## src/iod_defines.svh

```systemverilog
`ifndef IOD_DEFINES_SVH
`define IOD_DEFINES_SVH
`define IOD_OP_NOP 8'h00
`define IOD_OP_IN_PT0 8'h08
`define IOD_OP_IN_PT1 8'h09
`define IOD_OP_IN_PT2 8'h0A
`define IOD_OP_RD_SR0 8'h0C
`define IOD_OP_RD_SR1 8'h0D
`define IOD_OP_OUT_PT0 8'h38
`define IOD_OP_OUT_PT1 8'h39
`define IOD_OP_OUT_PT2 8'h3A
`define IOD_OP_WR_SR0 8'h3C
`define IOD_OP_WR_SR1 8'h3D
`define IOD_OP_WR_SR2 8'h3E
`define IOD_OP_EN_SI 8'h85
`define IOD_OP_OR_PT0 8'h88
`define IOD_OP_OR_PT1 8'h89
`define IOD_OP_OR_PT2 8'h8A
`define IOD_OP_RD_PR 8'h8C
`define IOD_OP_WR_PR 8'h8D
`define IOD_OP_AND_PR 8'h8E
`define IOD_OP_OR_PR 8'h8F
`define IOD_OP_SERIAL_IRQ_DISABLE_OP 8'h95
`define IOD_OP_AND_PT0 8'h98
`define IOD_OP_AND_PT1 8'h99
`define IOD_OP_AND_PT2 8'h9A
`define IOD_OP_IMM_SR0 8'h9C
`define IOD_OP_IMM_SR1 8'h9D
`define IOD_OP_IMM_SR2 8'h9E
`define IOD_OP_JMP_TFLAG 8'h16
`define IOD_OP_JMP_NO_TFLAG 8'h06
`define IOD_PC_LOW_BITS 11
`define IOD_PT2_PINS 4
`endif

```

## src/iod_pkg.sv

```systemverilog
package iod_pkg;
   typedef enum logic [1:0]
   {
      IOD_IDLE = 2'b00,
      IOD_EXEC2 = 2'b01,
      IOD_RMW = 2'b10
   } iod_phase_t;

   typedef enum logic [3:0]
   {
      IOD_K_NONE = 4'h0,
      IOD_K_IN = 4'h1,
      IOD_K_OUT = 4'h2,
      IOD_K_PAND = 4'h3,
      IOD_K_POR = 4'h4,
      IOD_K_DRD = 4'h5,
      IOD_K_DWR = 4'h6,
      IOD_K_DAND = 4'h7,
      IOD_K_DOR = 4'h8,
      IOD_K_SRD = 4'h9,
      IOD_K_SWA = 4'hA,
      IOD_K_SWI = 4'hB
   } iod_kind_t;

   // Decoded instruction fields
   typedef struct packed
   {
      iod_kind_t kind;
      logic [1:0] sel;
      logic two_byte;
   } iod_dec_t;

   // Access request toward ports, peripherals, serial unit
   typedef struct packed
   {
      logic port_we;
      logic [1:0] port_sel;
      logic [7:0] port_data;
      logic dx_re;
      logic dx_we;
      logic [7:0] dx_addr;
      logic [7:0] dx_data;
      logic ser_we;
      logic [1:0] ser_sel;
      logic [7:0] ser_data;
   } iod_access_t;
endpackage : iod_pkg

```

## src/iod_opcode_decode.sv

```systemverilog
`timescale 1ns/100ps
`default_nettype none
`include "iod_defines.svh"
module iod_opcode_decode
   import iod_pkg::*;
(
   // Opcode in, decoded out
   input wire logic [7:0] opcode,
   output var iod_pkg::iod_dec_t dec
);
   import iod_pkg::*;

   // Pure table lookup; unknown codes fall to none
   always_comb
   begin
      dec = '{kind: IOD_K_NONE, sel: opcode[1:0], two_byte: 1'b0};
      case (opcode)
         `IOD_OP_IN_PT0, `IOD_OP_IN_PT1, `IOD_OP_IN_PT2: dec.kind = IOD_K_IN;
         `IOD_OP_OUT_PT0, `IOD_OP_OUT_PT1, `IOD_OP_OUT_PT2: dec.kind = IOD_K_OUT;
         `IOD_OP_AND_PT0, `IOD_OP_AND_PT1, `IOD_OP_AND_PT2:
         begin
            dec.kind = IOD_K_PAND;
            dec.two_byte = 1'b1;
         end
         `IOD_OP_OR_PT0, `IOD_OP_OR_PT1, `IOD_OP_OR_PT2:
         begin
            dec.kind = IOD_K_POR;
            dec.two_byte = 1'b1;
         end
         `IOD_OP_RD_PR:
         begin
            dec.kind = IOD_K_DRD;
            dec.two_byte = 1'b1;
         end
         `IOD_OP_WR_PR:
         begin
            dec.kind = IOD_K_DWR;
            dec.two_byte = 1'b1;
         end
         `IOD_OP_AND_PR:
         begin
            dec.kind = IOD_K_DAND;
            dec.two_byte = 1'b1;
         end
         `IOD_OP_OR_PR:
         begin
            dec.kind = IOD_K_DOR;
            dec.two_byte = 1'b1;
         end
         `IOD_OP_RD_SR0, `IOD_OP_RD_SR1: dec.kind = IOD_K_SRD;
         `IOD_OP_WR_SR0, `IOD_OP_WR_SR1, `IOD_OP_WR_SR2:
         begin
            dec.kind = IOD_K_SWA;
            dec.sel = opcode[1:0] - 2'd0;
         end
         `IOD_OP_IMM_SR0, `IOD_OP_IMM_SR1, `IOD_OP_IMM_SR2:
         begin
            dec.kind = IOD_K_SWI;
            dec.two_byte = 1'b1;
         end
         default: dec.kind = IOD_K_NONE;
      endcase
   end
endmodule : iod_opcode_decode
`default_nettype wire

```

## src/iod_io_decoder.sv

```systemverilog
`timescale 1ns/100ps
`default_nettype none
`include "iod_defines.svh"
module iod_io_decoder
   import iod_pkg::*;
(
   // Clock and reset
   input wire logic ref_clk,
   input wire logic reset,
   // Fetch unit: byte presented with a strobe each cycle
   input wire logic fetch_valid,
   input wire logic [7:0] fetch_byte,
   input wire logic [15:0] pc_in,
   // Datapath
   input wire logic [7:0] acc_in,
   output logic acc_we,
   output logic [7:0] acc_data,
   output logic [15:0] pc_out,
   output logic pc_we,
   output logic busy,
   // Parallel port pins and latches
   input wire logic [7:0] first_parallel_port,
   input wire logic [7:0] second_parallel_port,
   input wire logic [3:0] third_parallel_port,
   output logic [7:0] port_latch0,
   output logic [7:0] port_latch1,
   output logic [7:0] port_latch2,
   // Peripheral register space
   input wire logic [7:0] dx_rdata,
   output var iod_pkg::iod_access_t acc_req,
   // Serial interface: status read returns status, not control
   input wire logic [7:0] serial_data_register,
   input wire logic [7:0] serial_status,
   output logic serial_irq_en,
   // Timer flag service
   output logic timer_flag_clr
);
   import iod_pkg::*;

   typedef struct packed
   {
      iod_phase_t phase;
      iod_dec_t dec;
      logic [7:0] addr;
      logic [7:0] p0;
      logic [7:0] p1;
      logic [7:0] p2;
      logic acc_we;
      logic [7:0] acc_data;
      logic pc_we;
      logic [15:0] pc;
      logic irq_en;
      logic tf_clr;
      iod_access_t req;
   } iod_state_t;

   iod_state_t st;
   iod_state_t next_st;
   iod_dec_t dec_now;
   logic [7:0] p0_s1, p0_s2, p0_s3;
   logic [7:0] p1_s1, p1_s2, p1_s3;
   logic [3:0] p2_s1, p2_s2, p2_s3;
   logic [7:0] p0_q, p1_q;
   logic [3:0] p2_q;

   iod_opcode_decode u_dec
   (
      .opcode(fetch_byte),
      .dec(dec_now)
   );

   // Pin synchronisers; value updates only once stages two and three agree
   always_ff @(posedge ref_clk)
   begin
      if (reset)
      begin
         {p0_s1, p0_s2, p0_s3, p0_q} <= '0;
         {p1_s1, p1_s2, p1_s3, p1_q} <= '0;
         {p2_s1, p2_s2, p2_s3, p2_q} <= '0;
      end
      else
      begin
         p0_s1 <= first_parallel_port;
         p0_s2 <= p0_s1;
         p0_s3 <= p0_s2;
         p1_s1 <= second_parallel_port;
         p1_s2 <= p1_s1;
         p1_s3 <= p1_s2;
         p2_s1 <= third_parallel_port;
         p2_s2 <= p2_s1;
         p2_s3 <= p2_s2;
         if (p0_s2 == p0_s3)
            p0_q <= p0_s3;
         if (p1_s2 == p1_s3)
            p1_q <= p1_s3;
         if (p2_s2 == p2_s3)
            p2_q <= p2_s3;
      end
   end

   // Next-state logic: one opcode per idle cycle, second cycle does the access
   always_comb
   begin
      logic [7:0] operand;
      logic [7:0] latch;
      next_st = st;
      operand = fetch_byte;
      latch = st.p0;
      next_st.acc_we = 1'b0;
      next_st.pc_we = 1'b0;
      next_st.tf_clr = 1'b0;
      next_st.req.port_we = 1'b0;
      next_st.req.dx_re = 1'b0;
      next_st.req.dx_we = 1'b0;
      next_st.req.ser_we = 1'b0;
      case (st.dec.sel)
         2'd1: latch = st.p1;
         2'd2: latch = st.p2;
         default: latch = st.p0;
      endcase
      case (st.phase)
         IOD_IDLE:
         begin
            if (fetch_valid)
            begin
               next_st.dec = dec_now;
               if (fetch_byte == `IOD_OP_EN_SI)
                  next_st.irq_en = 1'b1;
               else if (fetch_byte == `IOD_OP_SERIAL_IRQ_DISABLE_OP)
                  next_st.irq_en = 1'b0;
               else if (fetch_byte == `IOD_OP_NOP)
               begin
                  next_st.pc_we = 1'b1;
                  next_st.pc = {pc_in[15:`IOD_PC_LOW_BITS],
                     pc_in[`IOD_PC_LOW_BITS-1:0] + 11'd1};
               end
               else if (fetch_byte == `IOD_OP_JMP_TFLAG || fetch_byte == `IOD_OP_JMP_NO_TFLAG)
                  next_st.tf_clr = 1'b1;
               else if (dec_now.kind != IOD_K_NONE)
                  next_st.phase = IOD_EXEC2;
            end
         end
         IOD_EXEC2:
         begin
            // Two-byte forms take the operand now, single-byte forms use A
            next_st.phase = IOD_IDLE;
            operand = st.dec.two_byte ? fetch_byte : acc_in;
            case (st.dec.kind)
               IOD_K_IN:
               begin
                  next_st.acc_we = 1'b1;
                  case (st.dec.sel)
                     2'd0: next_st.acc_data = p0_q;
                     2'd1: next_st.acc_data = p1_q;
                     default: next_st.acc_data = {4'h0, p2_q};
                  endcase
               end
               IOD_K_OUT, IOD_K_PAND, IOD_K_POR:
               begin
                  if (st.dec.kind == IOD_K_PAND)
                     latch = latch & operand;
                  else if (st.dec.kind == IOD_K_POR)
                     latch = latch | operand;
                  else
                     latch = acc_in;
                  next_st.req.port_we = 1'b1;
                  next_st.req.port_sel = st.dec.sel;
                  next_st.req.port_data = latch;
                  case (st.dec.sel)
                     2'd0: next_st.p0 = latch;
                     2'd1: next_st.p1 = latch;
                     default: next_st.p2 = latch;
                  endcase
               end
               IOD_K_DRD, IOD_K_DAND, IOD_K_DOR:
               begin
                  next_st.req.dx_re = 1'b1;
                  next_st.req.dx_addr = fetch_byte;
                  next_st.addr = fetch_byte;
                  if (st.dec.kind != IOD_K_DRD)
                     next_st.phase = IOD_RMW;
               end
               IOD_K_DWR:
               begin
                  next_st.req.dx_we = 1'b1;
                  next_st.req.dx_addr = fetch_byte;
                  next_st.req.dx_data = acc_in;
               end
               IOD_K_SRD:
               begin
                  next_st.acc_we = 1'b1;
                  next_st.acc_data = st.dec.sel[0] ? serial_status
                     : serial_data_register;
               end
               IOD_K_SWA, IOD_K_SWI:
               begin
                  next_st.req.ser_we = 1'b1;
                  next_st.req.ser_sel = st.dec.sel - (st.dec.kind == IOD_K_SWA ? 2'd0 : 2'd0);
                  next_st.req.ser_data = operand;
               end
               default: next_st.phase = IOD_IDLE;
            endcase
         end
         IOD_RMW:
         begin
            // Peripheral read data stands in the read strobe's own cycle
            next_st.phase = IOD_IDLE;
            next_st.req.dx_we = 1'b1;
            next_st.req.dx_addr = st.addr;
            next_st.req.dx_data = (st.dec.kind == IOD_K_DAND) ? (dx_rdata & acc_in)
               : (dx_rdata | acc_in);
         end
         default: next_st.phase = IOD_IDLE;
      endcase
      // Plain move: read result lands in A the cycle after the strobe
      if (st.req.dx_re && st.dec.kind == IOD_K_DRD)
      begin
         next_st.acc_we = 1'b1;
         next_st.acc_data = dx_rdata;
      end
   end

   // State register
   always_ff @(posedge ref_clk)
   begin
      if (reset)
         st <= '0;
      else
         st <= next_st;
   end

   always_comb
   begin
      acc_we = st.acc_we;
      acc_data = st.acc_data;
      pc_we = st.pc_we;
      pc_out = st.pc;
      busy = (st.phase != IOD_IDLE);
      port_latch0 = st.p0;
      port_latch1 = st.p1;
      port_latch2 = st.p2;
      acc_req = st.req;
      serial_irq_en = st.irq_en;
      timer_flag_clr = st.tf_clr;
   end

   a_in_third_zero: assert property (@(posedge ref_clk) disable iff (reset)
      (st.phase == IOD_EXEC2 && st.dec.kind == IOD_K_IN && st.dec.sel == 2'd2)
      |=> acc_we && acc_data[7:4] == 4'h0)
      else $error("third port read upper nibble not zero");
   a_irq_enable_set: assert property (@(posedge ref_clk) disable iff (reset)
      (st.phase == IOD_IDLE && fetch_valid && fetch_byte == `IOD_OP_EN_SI)
      |=> serial_irq_en)
      else $error("serial irq enable not set");
   a_irq_disable_clr: assert property (@(posedge ref_clk) disable iff (reset)
      (st.phase == IOD_IDLE && fetch_valid && fetch_byte == `IOD_OP_SERIAL_IRQ_DISABLE_OP)
      |=> !serial_irq_en)
      else $error("serial irq enable not cleared");
   a_nop_bank_kept: assert property (@(posedge ref_clk) disable iff (reset)
      (st.phase == IOD_IDLE && fetch_valid && fetch_byte == `IOD_OP_NOP)
      |=> pc_we && pc_out[15:11] == $past(pc_in[15:11]))
      else $error("nop changed bank bits");
   a_tf_clear: assert property (@(posedge ref_clk) disable iff (reset)
      (st.phase == IOD_IDLE && fetch_valid && fetch_byte == `IOD_OP_JMP_TFLAG)
      |=> timer_flag_clr)
      else $error("timer flag not cleared");
   a_port_and: assert property (@(posedge ref_clk) disable iff (reset)
      (st.phase == IOD_EXEC2 && st.dec.kind == IOD_K_PAND && st.dec.sel == 2'd0)
      |=> port_latch0 == ($past(port_latch0) & $past(fetch_byte)))
      else $error("port and result wrong");
   a_port_or: assert property (@(posedge ref_clk) disable iff (reset)
      (st.phase == IOD_EXEC2 && st.dec.kind == IOD_K_POR && st.dec.sel == 2'd1)
      |=> port_latch1 == ($past(port_latch1) | $past(fetch_byte)))
      else $error("port or result wrong");
   a_port_write: assert property (@(posedge ref_clk) disable iff (reset)
      (st.phase == IOD_EXEC2 && st.dec.kind == IOD_K_OUT && st.dec.sel == 2'd0)
      |=> port_latch0 == $past(acc_in))
      else $error("port write wrong");
   a_dx_write: assert property (@(posedge ref_clk) disable iff (reset)
      (st.phase == IOD_EXEC2 && st.dec.kind == IOD_K_DWR)
      |=> acc_req.dx_we && acc_req.dx_addr == $past(fetch_byte))
      else $error("peripheral write wrong");
   a_dx_rmw: assert property (@(posedge ref_clk) disable iff (reset)
      (st.phase == IOD_EXEC2 && st.dec.kind == IOD_K_DAND)
      |=> ##1 acc_req.dx_we && acc_req.dx_addr == $past(acc_req.dx_addr))
      else $error("peripheral rmw write missing");
endmodule : iod_io_decoder
`default_nettype wire

```

## config.mk

```make
export PLATFORM = sky130hd
export DESIGN_NAME = iod_io_decoder
export DESIGN_NICKNAME = d
export VERILOG_FILES = /design/src/iod_pkg.sv /design/src/iod_opcode_decode.sv /design/src/iod_io_decoder.sv
export VERILOG_INCLUDE_DIRS = /design/src
export SDC_FILE = /design/constraint.sdc
export NUM_CORES = 1
export LEC_CHECK = 0
export ABC_AREA = 1
export BUFFER_PORTS_ARGS = -buffer_cell sky130_fd_sc_hd__buf_2
export CORE_UTILIZATION = 42
export DETAILED_ROUTE_END_ITERATION = 8
export PLACE_DENSITY = 0.7
export SLEW_MARGIN = 10
export SYNTH_ARGS = -nofsm -noshare
export SYNTH_HDL_FRONTEND = slang
export SYNTH_HIERARCHICAL = 1
export SYNTH_SLANG_ARGS = --single-unit
```

## constraint.sdc

```tcl
create_clock -name ref_clk -period 3.8 [get_ports ref_clk]
set_clock_uncertainty 0.1 [all_clocks]
set_input_delay 0.38 -clock ref_clk [delete_from_list [all_inputs] [get_ports ref_clk]]
set_output_delay 0.38 -clock ref_clk [all_outputs]
set_load 0.03 [all_outputs]
```

==> metrics.md <==
| Metric | Value |
|---|---|
| Status | completed |
| Ratio of cells with drive above 1 in the final layout | 17.58% |
| CP arrival | between 2 and 3 ns |
| Req. time, crit path | just over 4 ns |
| Post-layout min period | roughly 2.6 ns |
| Sequential area share after synthesis | between 40% and 50% |
| Top_reg_cell synth | dfxtp_1 |
| HPWL Detailed | 17020 um |
| EDFF count, synth | 0 |
| Detailed-route wire length | about 23000 um |
| Worst reg2reg path depth | 9 |
| Gr usage total | 20.87% |
| Register share of total power | around 45% |
| Max Freq | about 390 MHz |
| Initial detailed-routing violation count | roughly 670 |
| Synthesized cell area | between 0.009 and 0.01 sq mm |
| Final Non-Filler Cells | roughly 1700 |
| Slew @ Worst Pin | 1.105 ns |
| Final hold vios | 0 |
| Yosys warns | 6 |
| Max Slew Vio Count | 0 |
| Max Cap Violations | 0 |
| Unrepaired setup endpoints after global routing | no |
| Clock power share | 39.8% |
| First-pass GRT wire length | between 30000 and 40000 um |
| Setup_tns | 0 ns |
| Vias in the first global route | about 7200 |
| Net Switching | around 1.5 mW |
| Final period util | approximately 67% |
| DP Cell Count | 1637 |
| RD Place Congestion | roughly 0.93 |
| Worst IR Drop VDD | 295.3 uV |
| CTS H-Tree Depth | 4 |
| # port buffers | 171 |
| Grt ovf | 0 |
| CP Max Fanout | 16 |
| Final ANT Viol Nets | 0 |
| Wire per inst | around 14 um |
| Yosys top cell area share | 41.09% |
| Final setup fails | 0 |
| Combinational power share | approximately 16% |
| Seq cells post-synth | approximately 190 |
| Worst setup SP type | flop |
| Synth cell types | 39 |
| Post_cts resized | 0 |
| Asr flop ratio synth | 0% |
| Leakage power | about 5 nW |
| Crit Path Class | flop to flop |
| Top-count cell post-synth | nand2_1 |
| Vias | 8014 |
| Internal cell power | 3.246 mW |
| Post-synth top cells | nand2_1 (263), nor2_1 (202), dfxtp_1 (189), inv_1 (163), o21ai_0 (99) |
| Total Power | roughly 4.7 mW |
| Area grow syn2layout | 10.16% |
| Hold buffers post-CTS | 0 |
| Clock sinks | around 190 |
| Die area | 0.02252 sq mm |
| Mapped Cells | around 1300 |
| Core Area | around 0.021 sq mm |
| Final Util | 47.66% |
| Finished layout cell area | between 0.01 and 0.015 sq mm |
| DR vias/cell | roughly 4.8 |
| I/O pin total | around 170 |
| Largest net degree at the start of global routing | approximately 110 |
| Pwr dens | roughly 470 mW/mm^2 |
| Chip width | approximately 150 um |
| Postcts setup bufs | 0 |
| Initial antenna violation count | 1 |
| Hold/Removal Path Class | input port to flop |
| Area leader, netlist | dfxtp_1 |
| TritonCTS clock tree | yes |
| Crit end category | flop |
| Row cnt | 53 |
| Hold Path Cell Cnt | 3 |
| Layout net count | 1467 |
| Pre-antenna DRT Iters | 7 |
| Relative slew slack | a little over a quarter |
| Root Buffer | clkbuf_16 |
| Clock Pin Slew Worst Setup and Hold Paths | approximately 0.080 ns |
| Synthesized area per cell | between 6 and 7 sq um |
| Net Sw Frac | 31.44% |
| Post-route DRC | 0 |
| Post-placement cell area | between 0.009 and 0.01 sq mm |
| Num CTS Buffers | 17 |
| Synth top area cells | dfxtp_1 (41%), nand2_1 (11%), nor2_1 (8.2%), buf_4 (7.8%), inv_1 (6.6%) |
| Reg-to-reg slack, setup | 1.24 ns |
| Clock tree buffer depth | 2 |
| Clock Latency Late Sink | 0.44 ns |
| Die H | approximately 150 um |
| Syn_nets | about 1400 |
| Initial Utilization | a little over two fifths |
[stage by stage]
stage,hold slack [ns],worst slack [ns]
CTS,0.02783,1.288
global route,0.02991,1.051
global placement,0.2916,1.376
finish,0.03937,1.239
floorplan,0.2883,1.735
detailed placement,0.2923,1.299
[final timing paths]
path	start	endpoint
worst max-delay path	st[101]	acc_req[33]
worst min-delay path	second_parallel_port[0]	p1_s1[0]
worst max register to register	st[101]	acc_req[33]
worst min register to register	p0_s1[1]	p0_s2[1]
[sequential cells by signal (all words and copies together) (netlist names), 4 cells and up]
| signal | flops |
|---|---|
| acc_req | 40 |
| st | 17 |
| pc_out | 16 |
| acc_data | 8 |
| p0_q | 8 |
| p0_s1 | 8 |
| p0_s2 | 8 |
| p0_s3 | 8 |
| p1_q | 8 |
| p1_s1 | 8 |
| p1_s2 | 8 |
| p1_s3 | 8 |
| port_latch0 | 8 |
| port_latch1 | 8 |
| port_latch2 | 8 |
| p2_q | 4 |
| p2_s1 | 4 |
| p2_s2 | 4 |
| p2_s3 | 4 |
[placed cells by master (no fill, tap or decap), drive strengths merged]
cell      synthesis  routed
or2               1       1
nor3              6       6
nor4b             1       1
o211ai            6       6
diode             0       1
o211a             1       1
ha                7       7
nand4             4       4
bufinv            0       1
xnor2             7       7
or2b              1       1
nor2            212     212
dfxtp           189     189
a211oi            5       5
clkinvlp          0       1
clkinv            2       9
xor2             15      15
nand2           271     271
o21bai            1       1
o22ai             3       3
inv             173     179
clkbuf           20      17
a21oi            93      93
o21ai           108     108
nand3            81      81
buf             118     175
[critical path: stages (launching register included)]
cell     delay (ns)
dfxtp_1        0.53
inv_1          0.30
ha_1           0.67
nand3_1        0.14
o21ai_0        0.13
nand2_1        0.08
a21oi_1        0.32
nand2_1        0.09
nand2_1        0.07
inv_1          0.04
[cell type report]
class,instances,area (sq um)
diodes,1,2.502
clock buffers,17,425.4
clock inverters,15,210.2
fillers,2152,11140
inverters,175,658.1
multi-input cells,823,3832
flip-flops and latches,189,3784
well taps,275,344.1
repair buffers,175,888.4
[per-layer routing]
layer | global-route usage (%) | part of all wire (%) | vias up
met1 | 26.92 | 45 | 3589
met2 | 35.42 | 48 | 243
met5 | 0 | 0 | -
met3 | 3.476 | 5.1 | 31
li1 | - | - | 4151
met4 | 6.364 | 2.0 | 0
[power groups by stage]
stage / Sequential (mW) / Clock (mW) / Combinational, mW
final: 2.12 / 1.89 / 0.734
after global routing: 2.13 / 2.00 / 0.824
after CTS: 2.12 / 1.91 / 0.731
after detailed placement: 2.16 / 0 / 0.726
after global placement: 2.16 / 0 / 0.718
after floorplan: 2.14 / 0 / 0.566
[kinds of logic (layout without fill, tap and decap cells)]
kind of cell | Yosys count | in the layout | synth area share, %
simple gates | 577 | 577 | 26.24
xor+xnor | 22 | 22 | 2.092
compound gates | 217 | 217 | 12.34
other cells | 0 | 1 | 0
buf+inv | 313 | 382 | 17.30
flops | 189 | 189 | 41.09
fa+ha+maj | 7 | 7 | 0.9510
Note: power is estimated with default switching activity, not from simulation.
